[config.mk]
export PLATFORM = sky130hd
export DESIGN_NAME = drs_ctrl_flat
export DESIGN_NICKNAME = d
export VERILOG_FILES = /design/src/drs_pkg.sv /design/src/drs_if.sv /design/src/drs_ctrl.sv /design/src/flat_wrapper.sv
export SDC_FILE = /design/constraint.sdc
export NUM_CORES = 1
export LEC_CHECK = 0
export ABC_AREA = 1
export BUFFER_PORTS_ARGS = -buffer_cell sky130_fd_sc_hd__buf_4
export CORE_UTILIZATION = 40
export DETAILED_ROUTE_END_ITERATION = 8
export PLACE_DENSITY = 0.62
export SYNTH_ARGS = -nofsm -noshare
export SYNTH_HDL_FRONTEND = slang
export SYNTH_SLANG_ARGS = --single-unit
[constraint.sdc]
create_clock -name clk -period 4.8 [get_ports clk]
set_clock_uncertainty 0.05 [all_clocks]
set_input_delay 0.72 -clock clk [delete_from_list [all_inputs] [get_ports clk]]
set_output_delay 0.72 -clock clk [all_outputs]
set_load 0.01 [all_outputs]
[src/drs_pkg.sv]
// Shared constants and types for the refresh scheduling link.
// Assumes a single 10 MHz clock shared by controller and memory end.
package drs_pkg;

  // Clock and bus geometry
  localparam int CLK_PERIOD_NS = 100;
  localparam int NS_PER_MS = 1000000;
  localparam int CA_W = 10;
  localparam int BANK_W = 3;
  localparam int MAX_BANKS = 8;
  localparam int TIMER_W = 8;
  localparam int STAMP_W = 16;

  // Command/address bit positions
  localparam int CA_BIT0 = 0;
  localparam int CA_BIT1 = 1;
  localparam int CA_BIT2 = 2;
  localparam int CA_BIT3 = 3;
  localparam int CA_ALL_BIT = 4;
  localparam int CA_BANK_LO = 7;
  localparam int CA_MA_LO = 4;
  localparam int CA_MA_W = 6;
  localparam logic [CA_MA_W-1:0] MA_RESET = 6'h3f;
  localparam logic [3:0] CA_LOW_ZERO = 4'h0;

  // Timing figures as printed or chosen
  localparam int T_RFCAB_NS = 130;
  localparam int T_RFCPB_NS = 60;
  localparam int T_RP_NS = 18;
  localparam int T_RRD_NS = 10;
  localparam int T_REFI_NS = 7800;
  localparam int T_REFW_MS = 32;
  localparam int REQ_REFRESHES = 4096;
  localparam int BURST_LIMIT = 8;
  localparam int BURST_WINDOW_MULT = 32;
  localparam int PB_PER_ROUND = 8;

  // User-side command codes
  typedef enum logic [3:0] {
    DRS_NOP, DRS_ACT, DRS_PRE, DRS_PREA, DRS_REF_ONE,
    DRS_REF_ALL, DRS_RESET, DRS_SRE, DRS_SRX
  } drs_op_t;

  // Least time: round up, never below one cycle
  function automatic int cycles_min(input int ns);
    int r;
    r = (ns + CLK_PERIOD_NS - 1) / CLK_PERIOD_NS;
    return (r < 1) ? 1 : r;
  endfunction : cycles_min

  // Longest time: round down, never below one cycle
  function automatic int cycles_max(input int ns);
    int r;
    r = ns / CLK_PERIOD_NS;
    return (r < 1) ? 1 : r;
  endfunction : cycles_max

endpackage : drs_pkg

[src/drs_if.sv]
// Command/address link between refresh controller and memory end.
// Assumes both ends sample on the same rising clock edge.
`timescale 1ns/10ps
`default_nettype none
interface drs_if;
  logic cs_n;
  logic cke;
  logic [drs_pkg::CA_W-1:0] ca;
  modport ctrl (output cs_n, output cke, output ca);
  modport mem (input cs_n, input cke, input ca);
endinterface : drs_if
`default_nettype wire

[src/drs_ctrl.sv]
// Controller end: issues link commands, enforces refresh spacing and counts.
// Assumes the memory end samples the link on the same clock edge.
//
// Summary of operation
// - Refresh: CS low, CA0 CA1 low, CA2 high
// - CA3 low single bank, high all banks
// - Single-bank refresh only on eight-bank parts
// - Device bank counter steps 0 to 7, wraps
// - Counter zeroed by RESET and self-refresh exit
// - All-bank refresh also zeroes the counter
// - Controller mirrors the round-robin bank pointer
// - Refresh only idle banks; none open for all
// - Single-bank refresh waits all four spacings
// - Refreshing bank locked; other banks stay usable
// - After single refresh: spacing before next uses
// - All banks idle before all-bank refresh
// - All-bank refresh waits both cycles and precharge
// - After all-bank refresh: wait before activate, refresh
// - Required refresh count in every refresh window
// - Eight single refreshes count as one
// - At most eight all-bank refreshes per burst window
// - Self-refresh time reduces required count, rounded up
// - Regular schedule: one refresh per average interval
// - Burst schedule: full count fast, then pause
// - Schedule switch must keep every window satisfied
// - Enter self refresh only after a burst; code checks this in burst mode only
`timescale 1ns/10ps
`default_nettype none
module drs_ctrl #(
  parameter int NUM_BANKS = drs_pkg::MAX_BANKS,
  parameter int T_RFCAB_NS = drs_pkg::T_RFCAB_NS,
  parameter int T_RFCPB_NS = drs_pkg::T_RFCPB_NS,
  parameter int T_RP_NS = drs_pkg::T_RP_NS,
  parameter int T_RRD_NS = drs_pkg::T_RRD_NS,
  parameter int T_REFI_NS = drs_pkg::T_REFI_NS,
  parameter int REFW_CYC =
    drs_pkg::cycles_min(drs_pkg::T_REFW_MS * drs_pkg::NS_PER_MS),
  parameter int REQUIRED = drs_pkg::REQ_REFRESHES
) (
  input wire logic clk,
  input wire logic rst_n,
  input wire logic cmd_valid,
  input wire drs_pkg::drs_op_t cmd_op,
  input wire logic [drs_pkg::BANK_W-1:0] cmd_bank,
  input wire logic burst_mode,
  output logic cmd_done,
  output logic cmd_reject,
  output logic refresh_due,
  output logic window_short,
  output logic in_self_refresh,
  output logic [drs_pkg::BANK_W-1:0] bank_ptr,
  drs_if.ctrl bus
);
  import drs_pkg::*;

  // Spacings as whole cycles of this clock
  localparam int AB_CYC = cycles_min(T_RFCAB_NS);
  localparam int PB_CYC = cycles_min(T_RFCPB_NS);
  localparam int RP_CYC = cycles_min(T_RP_NS);
  localparam int RRD_CYC = cycles_min(T_RRD_NS);
  localparam int REFI_CYC = cycles_max(T_REFI_NS);
  localparam int BW_CYC = BURST_WINDOW_MULT * AB_CYC;
  localparam int WIN_W = $clog2(REFW_CYC + 1);
  localparam int CR_W = $clog2(REQUIRED + 1) + 1;
  localparam int RI_W = $clog2(REFI_CYC + 1);
  localparam logic [TIMER_W-1:0] AB_LD = TIMER_W'(AB_CYC - 1);
  localparam logic [TIMER_W-1:0] PB_LD = TIMER_W'(PB_CYC - 1);
  localparam logic [TIMER_W-1:0] RP_LD = TIMER_W'(RP_CYC - 1);
  localparam logic [TIMER_W-1:0] RRD_LD = TIMER_W'(RRD_CYC - 1);
  localparam logic [STAMP_W-1:0] BW_SPAN = STAMP_W'(BW_CYC);
  localparam logic [WIN_W-1:0] WIN_LAST = WIN_W'(REFW_CYC - 1);
  localparam logic [RI_W-1:0] RI_LAST = RI_W'(REFI_CYC - 1);
  localparam logic [CR_W:0] REQ_CR = (CR_W+1)'(REQUIRED);
  localparam logic [BANK_W-1:0] LAST_BANK = BANK_W'(PB_PER_ROUND - 1);
  localparam logic [3:0] FILL_MAX = 4'(BURST_LIMIT);

  generate
    if (NUM_BANKS != 4 && NUM_BANKS != MAX_BANKS)
      $error("drs_ctrl: NUM_BANKS must be 4 or 8");
    if (AB_CYC >= (1 << TIMER_W) || PB_CYC >= (1 << TIMER_W) ||
        RP_CYC >= (1 << TIMER_W) || RRD_CYC >= (1 << TIMER_W))
      $error("drs_ctrl: spacing too long for timer");
    if (BW_CYC >= (1 << (STAMP_W - 1)) || REFW_CYC < 2)
      $error("drs_ctrl: window length out of range");
  endgenerate

  logic [TIMER_W-1:0] ab_wait;
  logic [TIMER_W-1:0] pb_wait;
  logic [TIMER_W-1:0] rrd_wait;
  logic [TIMER_W-1:0] rp_wait [MAX_BANKS];
  logic [BANK_W-1:0] pb_bank;
  logic [MAX_BANKS-1:0] open;
  logic [STAMP_W-1:0] now;
  logic [STAMP_W-1:0] stamp [BURST_LIMIT];
  logic [$clog2(BURST_LIMIT)-1:0] stamp_wp;
  logic [3:0] ab_fill;
  logic [WIN_W-1:0] win_cnt;
  logic [CR_W-1:0] credits;
  logic [CR_W-1:0] sr_credit;
  logic [RI_W-1:0] refi_ph;
  logic [RI_W-1:0] since_ref;

  // Link command encoder
  function automatic logic [CA_W-1:0] encode(input drs_op_t op,
                                             input logic [BANK_W-1:0] b);
    logic [CA_W-1:0] c;
    c = '0;
    unique case (op)
      DRS_ACT: begin
        c[CA_BIT1] = 1'b1;
        c[CA_BANK_LO +: BANK_W] = b;
      end
      DRS_PRE, DRS_PREA: begin
        c[CA_BIT0] = 1'b1;
        c[CA_BIT1] = 1'b1;
        c[CA_BIT3] = 1'b1;
        c[CA_ALL_BIT] = (op == DRS_PREA);
        c[CA_BANK_LO +: BANK_W] = b;
      end
      DRS_REF_ONE, DRS_SRE: c[CA_BIT2] = 1'b1;
      DRS_REF_ALL: begin
        c[CA_BIT2] = 1'b1;
        c[CA_BIT3] = 1'b1;
      end
      DRS_RESET: c[CA_MA_LO +: CA_MA_W] = MA_RESET;
      default: c = '0;
    endcase
    return c;
  endfunction : encode

  ////////////////////////////////////////////////////////////////////////////
  // Legality of the offered command
  logic legal;
  logic all_rp_done;
  logic burst_ok;
  logic quota_met;
  logic accept;

  always_comb begin
    all_rp_done = 1'b1;
    for (int i = 0; i < MAX_BANKS; i++) begin
      if (rp_wait[i] != '0) all_rp_done = 1'b0;
    end
  end

  // Ninth all-bank refresh needs the oldest of eight to age out
  assign burst_ok = (ab_fill < FILL_MAX) ||
                    (STAMP_W'(now - stamp[stamp_wp]) >= BW_SPAN);
  // Required count less self-refresh credit
  assign quota_met = ({1'b0, credits} + {1'b0, sr_credit}) >= REQ_CR;

  always_comb begin
    legal = 1'b0;
    unique case (cmd_op)
      DRS_NOP: legal = 1'b1;
      DRS_ACT: legal = !in_self_refresh && ab_wait == '0
                 && rrd_wait == '0 && rp_wait[cmd_bank] == '0
                 && !open[cmd_bank] && 32'(cmd_bank) < NUM_BANKS
                 && !(pb_wait != '0 && pb_bank == cmd_bank);
      DRS_PRE: legal = !in_self_refresh && 32'(cmd_bank) < NUM_BANKS;
      DRS_PREA: legal = !in_self_refresh;
      DRS_REF_ONE: legal = !in_self_refresh
                 && NUM_BANKS == MAX_BANKS
                 && ab_wait == '0 && pb_wait == '0 && rrd_wait == '0
                 && rp_wait[bank_ptr] == '0
                 && !open[bank_ptr];
      DRS_REF_ALL: legal = !in_self_refresh && open == '0
                 && ab_wait == '0 && pb_wait == '0
                 && all_rp_done && burst_ok;
      DRS_RESET: legal = !in_self_refresh;
      DRS_SRE: legal = !in_self_refresh && open == '0 && ab_wait == '0
                 && pb_wait == '0 && all_rp_done
                 && (!burst_mode || quota_met);
      DRS_SRX: legal = in_self_refresh;
      default: legal = 1'b0;
    endcase
  end

  assign accept = cmd_valid && legal && cmd_op != DRS_NOP;

  ////////////////////////////////////////////////////////////////////////////
  // Link drive and user answer, all registered
  always_ff @(posedge clk or negedge rst_n) begin
    if (!rst_n) begin
      bus.cs_n <= 1'b1;
      bus.cke <= 1'b1;
      bus.ca <= '0;
      cmd_done <= 1'b0;
      cmd_reject <= 1'b0;
      in_self_refresh <= 1'b0;
    end else begin
      cmd_done <= cmd_valid && legal;
      cmd_reject <= cmd_valid && !legal;
      bus.cs_n <= !(accept && cmd_op != DRS_SRX);
      bus.ca <= accept ? encode(cmd_op, cmd_bank) : '0;
      if (accept && cmd_op == DRS_SRE) begin
        bus.cke <= 1'b0;
        in_self_refresh <= 1'b1;
      end else if (accept && cmd_op == DRS_SRX) begin
        bus.cke <= 1'b1;
        in_self_refresh <= 1'b0;
      end
    end
  end

  // Mirror of the memory's round-robin pointer
  always_ff @(posedge clk or negedge rst_n) begin
    if (!rst_n) begin
      bank_ptr <= '0;
    end else if (accept && (cmd_op == DRS_RESET || cmd_op == DRS_SRX ||
                            cmd_op == DRS_REF_ALL)) begin
      bank_ptr <= '0;
    end else if (accept && cmd_op == DRS_REF_ONE) begin
      bank_ptr <= bank_ptr + 1'b1;
    end
  end

  // Open-bank tracking; reset command closes everything
  always_ff @(posedge clk or negedge rst_n) begin
    if (!rst_n) begin
      open <= '0;
    end else if (accept) begin
      unique case (cmd_op)
        DRS_ACT: open[cmd_bank] <= 1'b1;
        DRS_PRE: open[cmd_bank] <= 1'b0;
        DRS_PREA, DRS_RESET: open <= '0;
        default: open <= open;
      endcase
    end
  end

  // Spacing timers; load is spacing minus one, legal at zero
  always_ff @(posedge clk or negedge rst_n) begin
    if (!rst_n) begin
      ab_wait <= '0;
      pb_wait <= '0;
      rrd_wait <= '0;
      pb_bank <= '0;
    end else begin
      if (accept && cmd_op == DRS_REF_ALL) ab_wait <= AB_LD;
      else if (ab_wait != '0) ab_wait <= ab_wait - 1'b1;
      if (accept && cmd_op == DRS_REF_ONE) begin
        pb_wait <= PB_LD;
        pb_bank <= bank_ptr;
      end else if (pb_wait != '0) begin
        pb_wait <= pb_wait - 1'b1;
      end
      // Other banks need only activate spacing after a single refresh
      if (accept && (cmd_op == DRS_ACT || cmd_op == DRS_REF_ONE))
        rrd_wait <= RRD_LD;
      else if (rrd_wait != '0) rrd_wait <= rrd_wait - 1'b1;
    end
  end

  // Per-bank precharge timers
  always_ff @(posedge clk or negedge rst_n) begin
    if (!rst_n) begin
      for (int i = 0; i < MAX_BANKS; i++) rp_wait[i] <= '0;
    end else begin
      for (int i = 0; i < MAX_BANKS; i++) begin
        if (accept && (cmd_op == DRS_PREA ||
            (cmd_op == DRS_PRE && cmd_bank == BANK_W'(i))))
          rp_wait[i] <= RP_LD;
        else if (rp_wait[i] != '0)
          rp_wait[i] <= rp_wait[i] - 1'b1;
      end
    end
  end

  // Rolling burst window: stamps of the last eight all-bank refreshes
  always_ff @(posedge clk or negedge rst_n) begin
    if (!rst_n) begin
      now <= '0;
      stamp_wp <= '0;
      ab_fill <= '0;
      for (int i = 0; i < BURST_LIMIT; i++) stamp[i] <= '0;
    end else begin
      now <= now + 1'b1;
      if (accept && cmd_op == DRS_REF_ALL) begin
        stamp[stamp_wp] <= now;
        stamp_wp <= stamp_wp + 1'b1;
        if (ab_fill < FILL_MAX) ab_fill <= ab_fill + 1'b1;
      end
    end
  end

  ////////////////////////////////////////////////////////////////////////////
  // Refresh accounting per window; windows are fixed, not sliding
  logic credit_ev;
  logic win_end;
  assign credit_ev = accept && (cmd_op == DRS_REF_ALL ||
                     (cmd_op == DRS_REF_ONE && bank_ptr == LAST_BANK));
  assign win_end = win_cnt == WIN_LAST;

  always_ff @(posedge clk or negedge rst_n) begin
    if (!rst_n) begin
      win_cnt <= '0;
      credits <= '0;
      sr_credit <= '0;
      refi_ph <= '0;
      window_short <= 1'b0;
    end else begin
      win_cnt <= win_end ? '0 : win_cnt + 1'b1;
      refi_ph <= (refi_ph == RI_LAST) ? '0 : refi_ph + 1'b1;
      window_short <= win_end && !quota_met;
      if (win_end) begin
        credits <= '0;
        sr_credit <= '0;
      end else begin
        // Counts stop once the top bit is set, above the quota; more gains nothing
        if (credit_ev && !credits[CR_W-1]) credits <= credits + 1'b1;
        // Each started interval in self refresh earns one credit
        if (in_self_refresh && refi_ph == '0 && !sr_credit[CR_W-1])
          sr_credit <= sr_credit + 1'b1;
      end
    end
  end

  // Due hint: regular every interval, or burst until quota is met
  always_ff @(posedge clk or negedge rst_n) begin
    if (!rst_n) begin
      since_ref <= '0;
      refresh_due <= 1'b0;
    end else begin
      // Interval restarts at each counted refresh, so leaving a burst is safe
      if (credit_ev) since_ref <= '0;
      else if (since_ref != RI_LAST) since_ref <= since_ref + 1'b1;
      if (burst_mode)
        refresh_due <= !in_self_refresh && !quota_met && burst_ok;
      else
        refresh_due <= !in_self_refresh && since_ref == RI_LAST;
    end
  end

endmodule : drs_ctrl
`default_nettype wire

[src/flat_wrapper.sv]
// flat-port wrapper written by rule: the top's interface ports become plain ports
module drs_ctrl_flat import drs_pkg::*;
#(
  parameter int NUM_BANKS = drs_pkg::MAX_BANKS,
  parameter int T_RFCAB_NS = drs_pkg::T_RFCAB_NS,
  parameter int T_RFCPB_NS = drs_pkg::T_RFCPB_NS,
  parameter int T_RP_NS = drs_pkg::T_RP_NS,
  parameter int T_RRD_NS = drs_pkg::T_RRD_NS,
  parameter int T_REFI_NS = drs_pkg::T_REFI_NS,
  parameter int REFW_CYC =
    drs_pkg::cycles_min(drs_pkg::T_REFW_MS * drs_pkg::NS_PER_MS),
  parameter int REQUIRED = drs_pkg::REQ_REFRESHES
)
  (clk, rst_n, cmd_valid, cmd_op, cmd_bank, burst_mode, cmd_done, cmd_reject, refresh_due, window_short, in_self_refresh, bank_ptr, bus_cs_n, bus_cke, bus_ca);
  drs_if bus_i ();
  input wire logic clk;
  input wire logic rst_n;
  input wire logic cmd_valid;
  input wire drs_pkg::drs_op_t cmd_op;
  input wire logic [drs_pkg::BANK_W-1:0] cmd_bank;
  input wire logic burst_mode;
  output logic cmd_done;
  output logic cmd_reject;
  output logic refresh_due;
  output logic window_short;
  output logic in_self_refresh;
  output logic [drs_pkg::BANK_W-1:0] bank_ptr;
  output wire logic [$bits(bus_i.cs_n)-1:0] bus_cs_n;
  output wire logic [$bits(bus_i.cke)-1:0] bus_cke;
  output wire logic [$bits(bus_i.ca)-1:0] bus_ca;
  assign bus_cs_n = bus_i.cs_n;
  assign bus_cke = bus_i.cke;
  assign bus_ca = bus_i.ca;
  drs_ctrl #(.NUM_BANKS(NUM_BANKS), .T_RFCAB_NS(T_RFCAB_NS), .T_RFCPB_NS(T_RFCPB_NS), .T_RP_NS(T_RP_NS), .T_RRD_NS(T_RRD_NS), .T_REFI_NS(T_REFI_NS), .REFW_CYC(REFW_CYC), .REQUIRED(REQUIRED)) u_core (.clk(clk), .rst_n(rst_n), .cmd_valid(cmd_valid), .cmd_op(cmd_op), .cmd_bank(cmd_bank), .burst_mode(burst_mode), .cmd_done(cmd_done), .cmd_reject(cmd_reject), .refresh_due(refresh_due), .window_short(window_short), .in_self_refresh(in_self_refresh), .bank_ptr(bank_ptr), .bus(bus_i));
endmodule
Yosys cells after proc, flatten, opt, wreduce, memory -nomap -nowiden:

Index checks and enable logic that the tools add are counted.

* bits of input ports: 11
* output and inout port bits: 20
* register bits: 331
* word-level logic and storage cells: 294

* mux-type cells: 73
* bitwise operators: 6
* $add $sub $neg: 22
* reductions and logical operators: 123
* equality and inequality tests: 22
* magnitude comparators: 10

Operators by type and width (number)
* 8-bit 2-to-1 mux: 26
* 128-bit bitwise mux: 1
* 8-bit nonzero test: 11
* 8-bit by 1-bit subtractor with 8-bit output, second input constant: 11
* 14-bit 2-to-1 mux: 4
* 1-bit logical AND: 53
* 16-bit binary-select mux with 3-bit select: 1
* 8-bit binary-select mux with 3-bit select: 2
* 16-bit demux with 3-bit select: 1
* 8-bit logical NOT: 6
* 16-bit 2-to-1 mux: 3
* 2-bit nonzero test: 16
* 14-bit by 1-bit adder with 14-bit output, second input constant: 2
* 8-bit one-hot mux with 3 select lines: 1
* 7-bit 2-to-1 mux: 3
* 1-bit 2-to-1 mux: 20
* 19-bit by 1-bit adder with 19-bit output, second input constant: 1
* 19-bit == test, second input constant: 1
* 19-bit 2-to-1 mux: 1
* 16-bit by 1-bit adder with 16-bit output, second input constant: 1
* 4-bit by 3-bit == test with 1-bit output, second input constant: 4
* 16-bit by 7-bit >= comparator with 1-bit output, second input constant: 1
* 16-bit subtractor: 1
* 14-bit by 14-bit adder with 15-bit output: 1
* 41 further kinds: 84

Longest topological paths before layout:

Gate-level depths: netlist (run 1).

* depth in word-level cells: 18
* depth in mapped cells: 30

Least setup slack after synthesis (run 1):

Ideal clock, no wire load.

* path type: register -> register
* from: reg u_core.stamp_wp[0]
* to: reg u_core.ab_wait[1]
* period minus slack after synthesis: 3.858 ns
* arrival time: 3.745 ns
* library setup time: 0.063 ns
* cell stages (with the launch flop): 29
* slack: 0.942 ns
* cell sequence: dfrtp_1 > clkbuf_1 > inv_2 > clkbuf_1 > clkbuf_1 > nor2_1 > o2111ai_1 > ha_1 > inv_1 > fa_1 > nand2_1 > nand2_1 > nand2_1 > nand2_1 > nand2_1 > nand2_1 > nand2_1 > nand2_1 > nor2_1 > nand2_1 > nor2_1 > nand3_1 > nand2_2 > a21oi_4 > nand3_2 > buf_6 > buf_2 > o211ai_1 > inv_2

* cells in the longest elaborated chain, start to end: 13
* elaborated cells between the ends (all ways): 14
* those cells by class: add/sub (1); order compare (1); mux (5); bitwise (1); reduce/logical (6)

RTL lines
* from (decl): RTL line drs_ctrl.sv:95 `logic [$clog2(BURST_LIMIT)-1:0] stamp_wp;`
* from (signal assigned): RTL line drs_ctrl.sv:281 `stamp_wp <= stamp_wp + 1'b1;`
* 3-bit NOT with 4-bit output (not written as such) (*): RTL line drs_ctrl.sv:148 `(STAMP_W'(now - stamp[stamp_wp]) >= BW_SPAN);`
* 16-bit binary-select mux with 3-bit select (*): RTL line drs_ctrl.sv:148
* 16-bit 2-to-1 mux (not written as such) (*) (2 in series): RTL line drs_ctrl.sv:148
* 16-bit subtractor (*): RTL line drs_ctrl.sv:148
* 16-bit by 7-bit >= comparator with 1-bit output (*): RTL line drs_ctrl.sv:148
* 1-bit logical OR (*): RTL line drs_ctrl.sv:147 `assign burst_ok = (ab_fill < FILL_MAX) ||`
* 1-bit logical AND (*): RTL line drs_ctrl.sv:169 `&& all_rp_done && burst_ok;`
* 1-bit one-hot mux with 7 select lines (*): RTL line drs_ctrl.sv:154 `unique case (cmd_op)`
* 1-bit logical AND (*) (2 in series): RTL line drs_ctrl.sv:179 `assign accept = cmd_valid && legal && cmd_op != DRS_NOP;`
* 1-bit logical AND (*): RTL line drs_ctrl.sv:240 `if (accept && cmd_op == DRS_REF_ALL) ab_wait <= AB_LD;`
* 8-bit 2-to-1 mux / 2-bit nonzero test (equally long branches)
* to (signal assigned): RTL line drs_ctrl.sv:241 `else if (ab_wait != '0) ab_wait <= ab_wait - 1'b1;`
* to (decl): RTL line drs_ctrl.sv:87 `logic [TIMER_W-1:0] ab_wait;`

Mark *: on every way between the ends. The rest lies on a longest branch, timed or not. The select of a mux whose other input is x is not followed.
A chain may end at the register's enable or synchronous reset.

Worst setup path after layout (run 1):

* from: reg u_core.stamp_wp[1]
* to: reg u_core.stamp[77] (netlist name)

* cells in the longest elaborated chain, start to end: 12
* elaborated cells between the ends (all ways): 18
* those cells by class: add/sub (1); order compare (3); mux (7); bitwise (1); reduce/logical (6)

RTL lines
* 3-bit NOT with 4-bit output (not written as such) (*): RTL line drs_ctrl.sv:148, drs_ctrl.sv:280
* 16-bit binary-select mux with 3-bit select: RTL line drs_ctrl.sv:148
* 16-bit 2-to-1 mux (not written as such) (2 in series): RTL line drs_ctrl.sv:148
* 16-bit subtractor: RTL line drs_ctrl.sv:148
* 16-bit by 7-bit >= comparator with 1-bit output: RTL line drs_ctrl.sv:148
* 1-bit logical OR: RTL line drs_ctrl.sv:147
* 1-bit logical AND: RTL line drs_ctrl.sv:169
* 1-bit one-hot mux with 7 select lines: RTL line drs_ctrl.sv:154
* 1-bit logical AND (2 in series): RTL line drs_ctrl.sv:179
* 1-bit logical AND: RTL line drs_ctrl.sv:279 `if (accept && cmd_op == DRS_REF_ALL) begin`
* to (signal, indexed assignment): RTL line drs_ctrl.sv:280 `stamp[stamp_wp] <= now;`
* to (decl): RTL line drs_ctrl.sv:94 `logic [STAMP_W-1:0] stamp [BURST_LIMIT];`

Marks and branches as above.

==> key figures, run 1 <==
Clocking
  • Num CTS Buffers: 40
  • Max H-tree Level: 2
  • Clk slew on worst S/H paths: 0.06 ns
  • Root Driver: clkbuf_16
  • CTS Hold Bufs: 0
  • Clock sink count: 330
  • Post-CTS Setup Inserts: 0
  • CTS tree: yes
  • Cts repair resizes: 0
  • CTS max path bufs: 3
  • Clk_lat worst skew: 0.57 ns

Logic synthesis
  • Ys flop type: dfrtp_1
  • Mapped Nets: 2,561
  • Syn. warnings: 0
  • Number of synthesized flops with an enable pin: 0
  • Post-synthesis cell type count: 51
  • Sequential area share after synthesis: 44.5%
  • Cell count after synthesis: 2,495
  • Yosys reg bits: 330
  • Async SR Flop Fraction: 100%
  • Cell Area, Synth: 0.0186 mm²
  • Post-synthesis area per instance: 7.44 µm²

Timing
  • Fin Hold WS: 0.178 ns
  • Max Slew Vio Count: 0
  • Worst relative slew slack: 22.2%
  • Final hold vios: 0
  • Final min period: 4.34 ns
  • RSZ-0062 raised after global routing: false
  • Fin crit share: 90.3%
  • Slew @ Worst Pin: 1.16 ns
  • Fmax: 0.231 GHz
  • Setup violators final: 0
  • Setup TNS: 0 ns

Floorplan
  • Total I/O pin count: 31
  • Die area: 0.0473 mm²
  • Die Span Y: 217 µm
  • Core Rows: 78
  • Core ar.: 0.0456 mm²
  • Starting Density: 40.7%
  • Die W: 217 µm

Drt
  • DRT Wirelength: 46.0 mm
  • Wire length per cell: 14.6 µm
  • DRT Pass-1 Iters: 5
  • Drt drc: 0
  • ANT nets after route: 0
  • Via count normalized by instance count: 5.03
  • Vias: 15,800
  • DR iter-0 viols: 1,094

Power
  • Maximum vdd ir drop: 232 µV
  • Pwr Density: 377 mW/mm²
  • Pleak: 11.9 nW

Placement
  • DP HPWL: 31.1 mm
  • GPL Wtd Cong: 0.925
  • Port Buf Inserts: 30

Worst setup path
  • Worst R2R Path Depth: 25
  • Crit path max-delay family: simple AND/OR/NAND/NOR gates
  • CP most frequent cell: nand2_1
  • Crit Path Max Fanout: 34
  • Crit path required time: 5.18 ns
  • Crit path depth: 25
  • CP Launch Type: flip-flop
  • Critical path buffers and inverters: 3
  • Slowest stage delay, CP: 0.46 ns
  • CP endpoint kind: flip-flop
  • CP max stage cell: dfrtp_1
  • WP data arrival: 4.72 ns
  • Setup CP Type: reg2reg

Final layout
  • Layout net count: 2,583
  • Commonest non-fill, non-tap cell in the layout: nand2_1
  • Layout cells sized above 1: 7.41%
  • Fillers: 4,477
  • Antenna Cells: 0
  • Area added between synthesis and finish: 12.3%
  • Register area: 0.00826 mm²
  • Area of the multi-input gates: 0.00859 mm²
  • Final core occ: 45.7%
  • Most frequent cells in the layout: nand2_1 (693), inv_1 (341), dfrtp_1 (327)

Min path
  • Hold/Removal Path Class: in2async

GRT
  • First-pass GRT wire length: 77.6 mm
  • Vias in the first global route: 15,500
  • Initial antenna violation count: 0
  • Largest net degree at the start of global routing: 109
  • Tot GR Track Use: 20.1%
  • GRT overflow: 0

Flow run
  • Max-cap violation count: 0

Outcome
  • Status: finished, final reports clean
## routing by layer
metal | vias up | track usage (%) | part of all wire [%]
met5 | - | 0 | 0
met4 | 0 | 5.54 | 1.8
met2 | 329 | 32.5 | 46
li1 | 7956 | - | -
met3 | 61 | 3.58 | 5.2
met1 | 7482 | 27.7 | 47
## final timing paths
path                                          from             endpoint  slack, ns
worst max-delay path            u_core.stamp_wp[1]     u_core.stamp[77]       0.46
worst min-delay path                         rst_n     u_core.stamp[52]       0.18
worst max register to register  u_core.stamp_wp[1]     u_core.stamp[77]       0.46
worst min register to register   u_core.win_cnt[0]    u_core.win_cnt[0]       0.41
max in group asynchronous                    rst_n  u_core.since_ref[0]       3.44
min in group clk                 u_core.win_cnt[0]    u_core.win_cnt[0]       0.41
## cells in the mapped netlist (all sizes together), types with 5 or more instances
library cell	count	area [µm²]
nor3b	5	42.5
nor2	264	1130
and3	6	37.5
nand2	696	2620
xor2	69	604
a21oi	72	375
nor4	8	50.1
dfrtp	328	8210
o22ai	29	181
buf	26	179
inv	362	1360
xnor2	16	140
nand4	30	194
nand3	125	636
clkbuf	51	191
o21ai	256	1300
nor3	68	372
ha	53	663
## cell families after synthesis
group                      Yosys count  synth area share, %
buffers and inverters              442                 9.37
DFF                                330                 44.5
and+or+nand+nor                   1210                 27.7
AOI/OAI and AO/OA                  373                 10.7
xor gates and xnor gates            85                 4.01
adders and majority gates           55                 3.79
## area by class of cell
type | count | area share [%]
clock buffer | 59 | 5.82
clock inverter | 15 | 0.804
inverter | 365 | 6.57
multi-input combinational | 1723 | 41.2
sequential | 330 | 39.6
tap | 600 | 3.60
timing repair buffer | 57 | 2.39
## where the power goes
| part | internal (W) | leakage, nW | switching (W) | total [W] |
|---|---|---|---|---|
| Clock | 0.00192 | 0.687 | 0.00122 | 0.00314 |
| Combinational | 0.000556 | 6.67 | 0.00113 | 0.00168 |
| Sequential | 0.00291 | 4.49 | 0.000128 | 0.00304 |
## state kept, by name, indices dropped and copies added, names as in the netlist, 8 cells and up
name	count
u_core.credits	14
u_core.ab_wait	8
u_core.stamp	128
u_core.rp_wait	64
u_core.sr_credit	14
u_core.open	8
u_core.bus.ca	9
u_core.pb_wait	8
u_core.win_cnt	19
u_core.rrd_wait	8
u_core.now	16
## through the flow
| step | cells | setup WS, ns | area [µm²] | total power [W] |
|---|---|---|---|---|
| final | 3149 | 0.464 | 20800 | 0.00786 |
| after global routing | 3149 | 0.00724 | 20800 | 0.00831 |
| after CTS | 3149 | 0.465 | 20800 | 0.00795 |
| after detailed placement | 3075 | 0.478 | 19500 | 0.00477 |
| after global placement | 3075 | 0.417 | 19500 | 0.00475 |
| after floorplan | 2495 | 0.942 | 18600 | 0.00423 |
Power figures use the tool's default switching activity.
==> run 2, diff against run 1 <==
--- a/config.mk
+++ b/config.mk
@@ -10,6 +10,7 @@
 export CORE_UTILIZATION = 40
 export DETAILED_ROUTE_END_ITERATION = 8
 export PLACE_DENSITY = 0.62
+export REMOVE_ABC_BUFFERS = 1
 export SYNTH_ARGS = -nofsm -noshare
 export SYNTH_HDL_FRONTEND = slang
 export SYNTH_SLANG_ARGS = --single-unit
==> run 2 against run 1 <==
  * Combinational power barely moved
  * Power fell by 2.4%
  * Critical path depth rose by 2
  * Sequential share of layout area rose by 0.23 points
  * Clock power fell by 5%
  * Final cell count fell by 0.29%
  * Sequential cell count did not move
  * Highest routed layer unchanged
  * Routed wire length fell by 1.6%
  * Die area did not move
  * Non-clock buffer count fell by 4
  * Sequential power barely moved
  * Utilization fell by 0.26 points
==> key figures, run 2 (synthesis results as in run 1) <==
Timing
  • RSZ-0062 raised after global routing: false
  • Final hold vios: 0
  • Worst relative slew slack: 24.9%
  • Fmax: 0.226 GHz
  • Setup violators final: 0
  • Final min period: 4.42 ns
  • Max Slew Vio Count: 0
  • Final WS setup: 0.378 ns
  • Fin crit share: 92.1%
  • Slew @ Worst Pin: 1.12 ns

Clocking
  • Max H-tree Level: 2
  • Post-CTS Setup Inserts: 0
  • CTS max path bufs: 3
  • Num CTS Buffers: 39
  • CTS tree: yes
  • Clock sink count: 330
  • Clk_lat worst skew: 0.55 ns
  • Clk slew on worst S/H paths: 0.06 ns
  • Root Driver: clkbuf_16

Drt
  • Drt drc: 0
  • DRT Pass-1 Iters: 5
  • DR iter-0 viols: 1,233
  • Wire length per cell: 14.4 µm
  • ANT nets after route: 0
  • Vias: 15,700
  • Via count normalized by instance count: 5.01
  • DRT Wirelength: 45.3 mm

GRT
  • GRT overflow: 0
  • Tot GR Track Use: 19.8%
  • Initial antenna violation count: 0
  • Vias in the first global route: 15,400
  • Largest net degree at the start of global routing: 90
  • First-pass GRT wire length: 76.5 mm

Worst setup path
  • CP endpoint kind: flip-flop
  • Crit path required time: 5.17 ns
  • CP Launch Type: flip-flop
  • Setup CP Type: reg2reg
  • Reg2reg setup slack: 0.38 ns
  • FF-to-FF Start: u_core.stamp_wp[2]
  • CP endpoint: u_core.stamp[126]
  • Worst R2R Path Depth: 27
  • Worst flop-to-flop path endpoint: u_core.stamp[126]
  • Crit path launch: u_core.stamp_wp[2]
  • Crit Path Max Fanout: 28
  • WP data arrival: 4.79 ns

Floorplan
  • Core ar.: 0.0456 mm²
  • Die area: 0.0473 mm²
  • Starting Density: 40.7%
  • Die Span Y: 217 µm
  • Core Rows: 78
  • Total I/O pin count: 31
  • Die W: 217 µm

Min path
  • Hold/Removal Path Class: in2async

Final layout
  • Largest regs: u_core.stamp (128), u_core.rp_wait (64), u_core.win_cnt (19)
  • Layout cells sized above 1: 7.13%
  • Antenna Cells: 0
  • Layout net count: 2,578
  • Area of the multi-input gates: 0.00860 mm²
  • Commonest non-fill, non-tap cell in the layout: nand2_1
  • Area added between synthesis and finish: 11.6%
  • Top reg by flops: u_core.stamp
  • Fillers: 4,530
  • Most frequent cells in the layout: nand2_1 (693), inv_1 (341), dfrtp_1 (327)
  • Max reg flops: 128
  • Register area: 0.00826 mm²
  • Fin area: 0.0207 mm²
  • Final core occ: 45.5%

Placement
  • GPL Wtd Cong: 0.933
  • Port Buf Inserts: 30
  • Pre-CTS setup slack: 0.285 ns
  • Placed Area: 0.0194 mm²
  • DP HPWL: 30.8 mm

Power
  • Overall power: 0.00767 W
  • Maximum vdd ir drop: 311 µV
  • Pleak: 11.8 nW
  • Pwr Density: 370 mW/mm²

Flow run
  • Max-cap violation count: 0

Outcome
  • Status: finished, final reports clean
-- run 2: worst min-delay path by stage --
stage / startpoint / to / slack [ns] / cells after the start
after floorplan: rst_n / u_core.ab_fill[0] / 0.37 / 0
after global placement: u_core.win_cnt[0] / u_core.win_cnt[0] / 0.40 / 1
after detailed placement: u_core.win_cnt[0] / u_core.win_cnt[0] / 0.40 / 1
after CTS: rst_n / u_core.stamp[89] / 0.17 / 1
after global routing: rst_n / u_core.stamp[89] / 0.20 / 1
final: rst_n / u_core.stamp[87] / 0.14 / 1
-- run 2: final cells by class --
class | instances | area share, %
Inverter | 365 | 6.61
Multi-Input combinational cell | 1723 | 41.5
Clock buffer | 53 | 5.35
Sequential cell | 330 | 39.9
Timing Repair Buffer | 53 | 2.25
Tap cell | 600 | 3.62
Clock inverter | 16 | 0.827
-- run 2: per-layer routing --
layer	wire length (µm)	vias to the layer above	track usage (%)	part of all wire [%]
met4	784	0	4.88	1.7
met5	0	-	0	0
met2	20800	311	32.0	46
li1	-	7951	-	-
met3	2290	61	3.43	5.1
met1	21400	7415	27.4	47
-- run 2: metrics by stage --
stage | hold WS [ns] | setup TNS (ns) | cells
2_1_floorplan | 0.374 | -242.55 | 2418
3_3_place_gp | 0.401 | 0 | 3071
6_report | 0.143 | 0 | 3140
3_5_place_dp | 0.402 | 0 | 3071
5_1_grt | 0.197 | 0 | 3140
4_1_cts | 0.173 | 0 | 3140
-- run 2: critical path, stage by stage, from the launching register on --
cell and delay (ns):
dfrtp_1 0.48, inv_2 0.09, nor2_4 0.39, o21a_1 0.19, o21ai_0 0.09, o2111ai_1 0.11, ha_1 0.19, inv_1 0.08
fa_1 0.39, nand2_1 0.08, nand2_1 0.06, nand2_1 0.16, nand2_1 0.09, nand2_1 0.08, nand2_1 0.05, nand2_1 0.05
nand2_1 0.04, nor2_1 0.09, nand2_1 0.05, nor2_1 0.21, nand3_1 0.13, nand2_2 0.11, a21oi_4 0.07, nand3_4 0.27
buf_6 0.34, nor2_8 0.12, nand2_1 0.12, nand2_1 0.06
-- run 2: power breakdown --
part	switching, W	leakage (nW)	internal [W]
registers	0.000129	4.49	0.00291
clock network	0.00119	0.620	0.00178
logic	0.00112	6.66	0.000544
total	0.00244	11.8	0.00524
-- run 2: timing repair --
item / in CTS / in global routing
setup endpoints to repair: 0 / 109
hold buffers: 0 / 0
resized for setup: 0 / 8
==> run 3, diff against run 2 <==
--- a/config.mk
+++ b/config.mk
@@ -9,6 +9,7 @@
 export BUFFER_PORTS_ARGS = -buffer_cell sky130_fd_sc_hd__buf_4
 export CORE_UTILIZATION = 40
 export DETAILED_ROUTE_END_ITERATION = 8
+export MAX_ROUTING_LAYER = met4
 export PLACE_DENSITY = 0.62
 export REMOVE_ABC_BUFFERS = 1
 export SYNTH_ARGS = -nofsm -noshare
==> run 3 against run 2 <==
  * Clock power fell by 2%
  * Final cell count hardly changed
  * Die area is the same
  * Via count is 0.81% higher
  * Critical endpoint is now u_core.stamp[108]
  * Largest cell class unchanged
  * Largest power group unchanged
==> key figures, run 3 (synthesis results as in run 1) <==
Timing
  • Max Slew Vio Count: 0
  • RSZ-0062 raised after global routing: false
  • Final min period: 4.47 ns
  • Fmax: 0.224 GHz
  • Worst relative slew slack: 24.9%
  • Fin crit share: 93.0%
  • Final hold vios: 0
  • Setup violators final: 0
  • Setup TNS: 0 ns
  • Slew @ Worst Pin: 1.12 ns
  • Fin Hold WS: 0.112 ns
  • Final WS setup: 0.334 ns

Clocking
  • Root Driver: clkbuf_16
  • Clk_lat worst skew: 0.56 ns
  • Clock sink count: 330
  • CTS tree: yes
  • Max H-tree Level: 2
  • Clk slew on worst S/H paths: 0.06 ns
  • CTS Hold Bufs: 0
  • Num CTS Buffers: 38
  • CTS max path bufs: 3

Placement
  • GPL Wtd Cong: 0.922
  • Port Buf Inserts: 30
  • Pre-CTS setup slack: 0.216 ns
  • DP HPWL: 31.1 mm

Final layout
  • Antenna Cells: 0
  • Layout cells sized above 1: 6.81%
  • Commonest non-fill, non-tap cell in the layout: nand2_1
  • Top reg by flops: u_core.stamp
  • Largest regs: u_core.stamp (128), u_core.rp_wait (64), u_core.win_cnt (19)
  • Most frequent cells in the layout: nand2_1 (693), inv_1 (341), dfrtp_1 (327)
  • Max reg flops: 128
  • Area added between synthesis and finish: 11.6%
  • Layout net count: 2,578

GRT
  • GRT overflow: 0
  • Tot GR Track Use: 20.7%
  • Initial antenna violation count: 0
  • Vias in the first global route: 15,500
  • Largest net degree at the start of global routing: 90
  • First-pass GRT wire length: 77.5 mm

Worst setup path
  • CP most frequent cell: nor2_1
  • Critical path buffers and inverters: 2
  • Worst R2R Path Depth: 23
  • FF-to-FF Start: u_core.stamp_wp[1]
  • CP max stage cell: dfrtp_1
  • Slowest stage delay, CP: 0.48 ns
  • CP Launch Type: flip-flop
  • Setup CP Type: reg2reg
  • Crit path required time: 5.23 ns
  • CP Cell Sequence: nor2_4 > buf_4 > o21ai_0 > o22ai_1 > nor2_1 > ha_1 > nand2_1 > nor2_1 > nand2_1 > a21oi_1 > nor2_1 > nor2_1 > nor2_1 > nand2_1 > nor2_1 > nand3_1 > nand2_2 > a21oi_4 > nand3_4 > buf_12 > nor2_8 > nand2_1 > nand2_1
  • Crit Path Max Fanout: 60
  • Reg2reg setup slack: 0.33 ns
  • WP data arrival: 4.89 ns
  • Worst flop-to-flop path endpoint: u_core.stamp[108]
  • Crit path max-delay family: simple AND/OR/NAND/NOR gates
  • CP endpoint kind: flip-flop

Drt
  • ANT nets after route: 0
  • Via count normalized by instance count: 5.05
  • Drt drc: 0
  • DRT Pass-1 Iters: 8
  • Vias: 15,900
  • Wire length per cell: 14.6 µm
  • DRT Wirelength: 45.9 mm
  • DR iter-0 viols: 1,178

Min path
  • Hold/Removal Path Class: in2async

Floorplan
  • Core Rows: 78
  • Total I/O pin count: 31
  • Starting Density: 40.7%
  • Core ar.: 0.0456 mm²
  • Die Span Y: 217 µm
  • Die area: 0.0473 mm²
  • Die W: 217 µm

Outcome
  • Status: finished, final reports clean

Power
  • Overall power: 0.00762 W
  • Maximum vdd ir drop: 236 µV
  • Pwr Density: 368 mW/mm²
  • Pleak: 11.8 nW

Flow run
  • Max-cap violation count: 0
## run 3: cell count changes in the layout (fill, tap and decap cells not counted)
cell        delta
clkbuf_1       +9
clkinv_4       +1
clkbuf_8       -4
clkinv_2       -2
buf_12         +4
buf_6          -3
clkinvlp_4     -4
## run 3: cell type report
| type | count | area, µm² |
|---|---|---|
| fillers | 4508 | 24900 |
| clock inverters | 11 | 140 |
| well taps | 600 | 751 |
| inverters | 365 | 1370 |
| multi-input cells | 1723 | 8600 |
| flip-flops and latches | 330 | 8260 |
| clock buffers | 58 | 1090 |
| repair buffers | 54 | 513 |
## run 3: worst max-delay path by stage
| stage | slack, ns | end | cells past startpoint | start |
|---|---|---|---|---|
| final | 0.33 | u_core.stamp[108] | 23 | u_core.stamp_wp[1] |
| after global routing | 0.06 | u_core.stamp[106] | 23 | u_core.stamp_wp[1] |
| after CTS | 0.17 | u_core.stamp[35] | 20 | u_core.stamp_wp[1] |
| after detailed placement | 0.22 | u_core.stamp[32] | 20 | u_core.stamp_wp[1] |
| after global placement | 0.32 | u_core.stamp[43] | 20 | u_core.stamp_wp[1] |
| after floorplan | -2.13 | u_core.stamp[16] | 25 | u_core.stamp_wp[0] |
## run 3: repair_timing
action / 4_1_cts / 5_1_grt
gates resized for setup: 0 / 5
endpoints found under the setup margin: 0 / 111
setup buffers: 0 / 3
## run 3: through the flow
step	utilization, %	std cells	area, µm²
after floorplan	-	2418	18200
after global placement	42.6	3069	19400
after global routing	45.5	3141	20700
after CTS	45.3	3138	20700
after detailed placement	42.6	3069	19400
final	45.5	3141	20700
## run 3: routing by layer
metal / GRT usage (%) / share of wire (%) / wire length, µm / up-vias
met4: 4.93 / 1.8 / 826 / 0
met5: - / 0 / 0 / -
met3: 3.21 / 5.2 / 2390 / 75
li1: - / - / - / 7929
met1: 27.7 / 47 / 21500 / 7531
met2: 32.7 / 46 / 21300 / 331
## run 3: power by group
group | internal [W] | leakage, nW | total [W] | switching (W)
Sequential | 0.00291 | 4.49 | 0.00304 | 0.000130
Combinational | 0.000558 | 6.68 | 0.00167 | 0.00111
Clock | 0.00173 | 0.598 | 0.00291 | 0.00118
Total | 0.00520 | 11.8 | 0.00762 | 0.00242
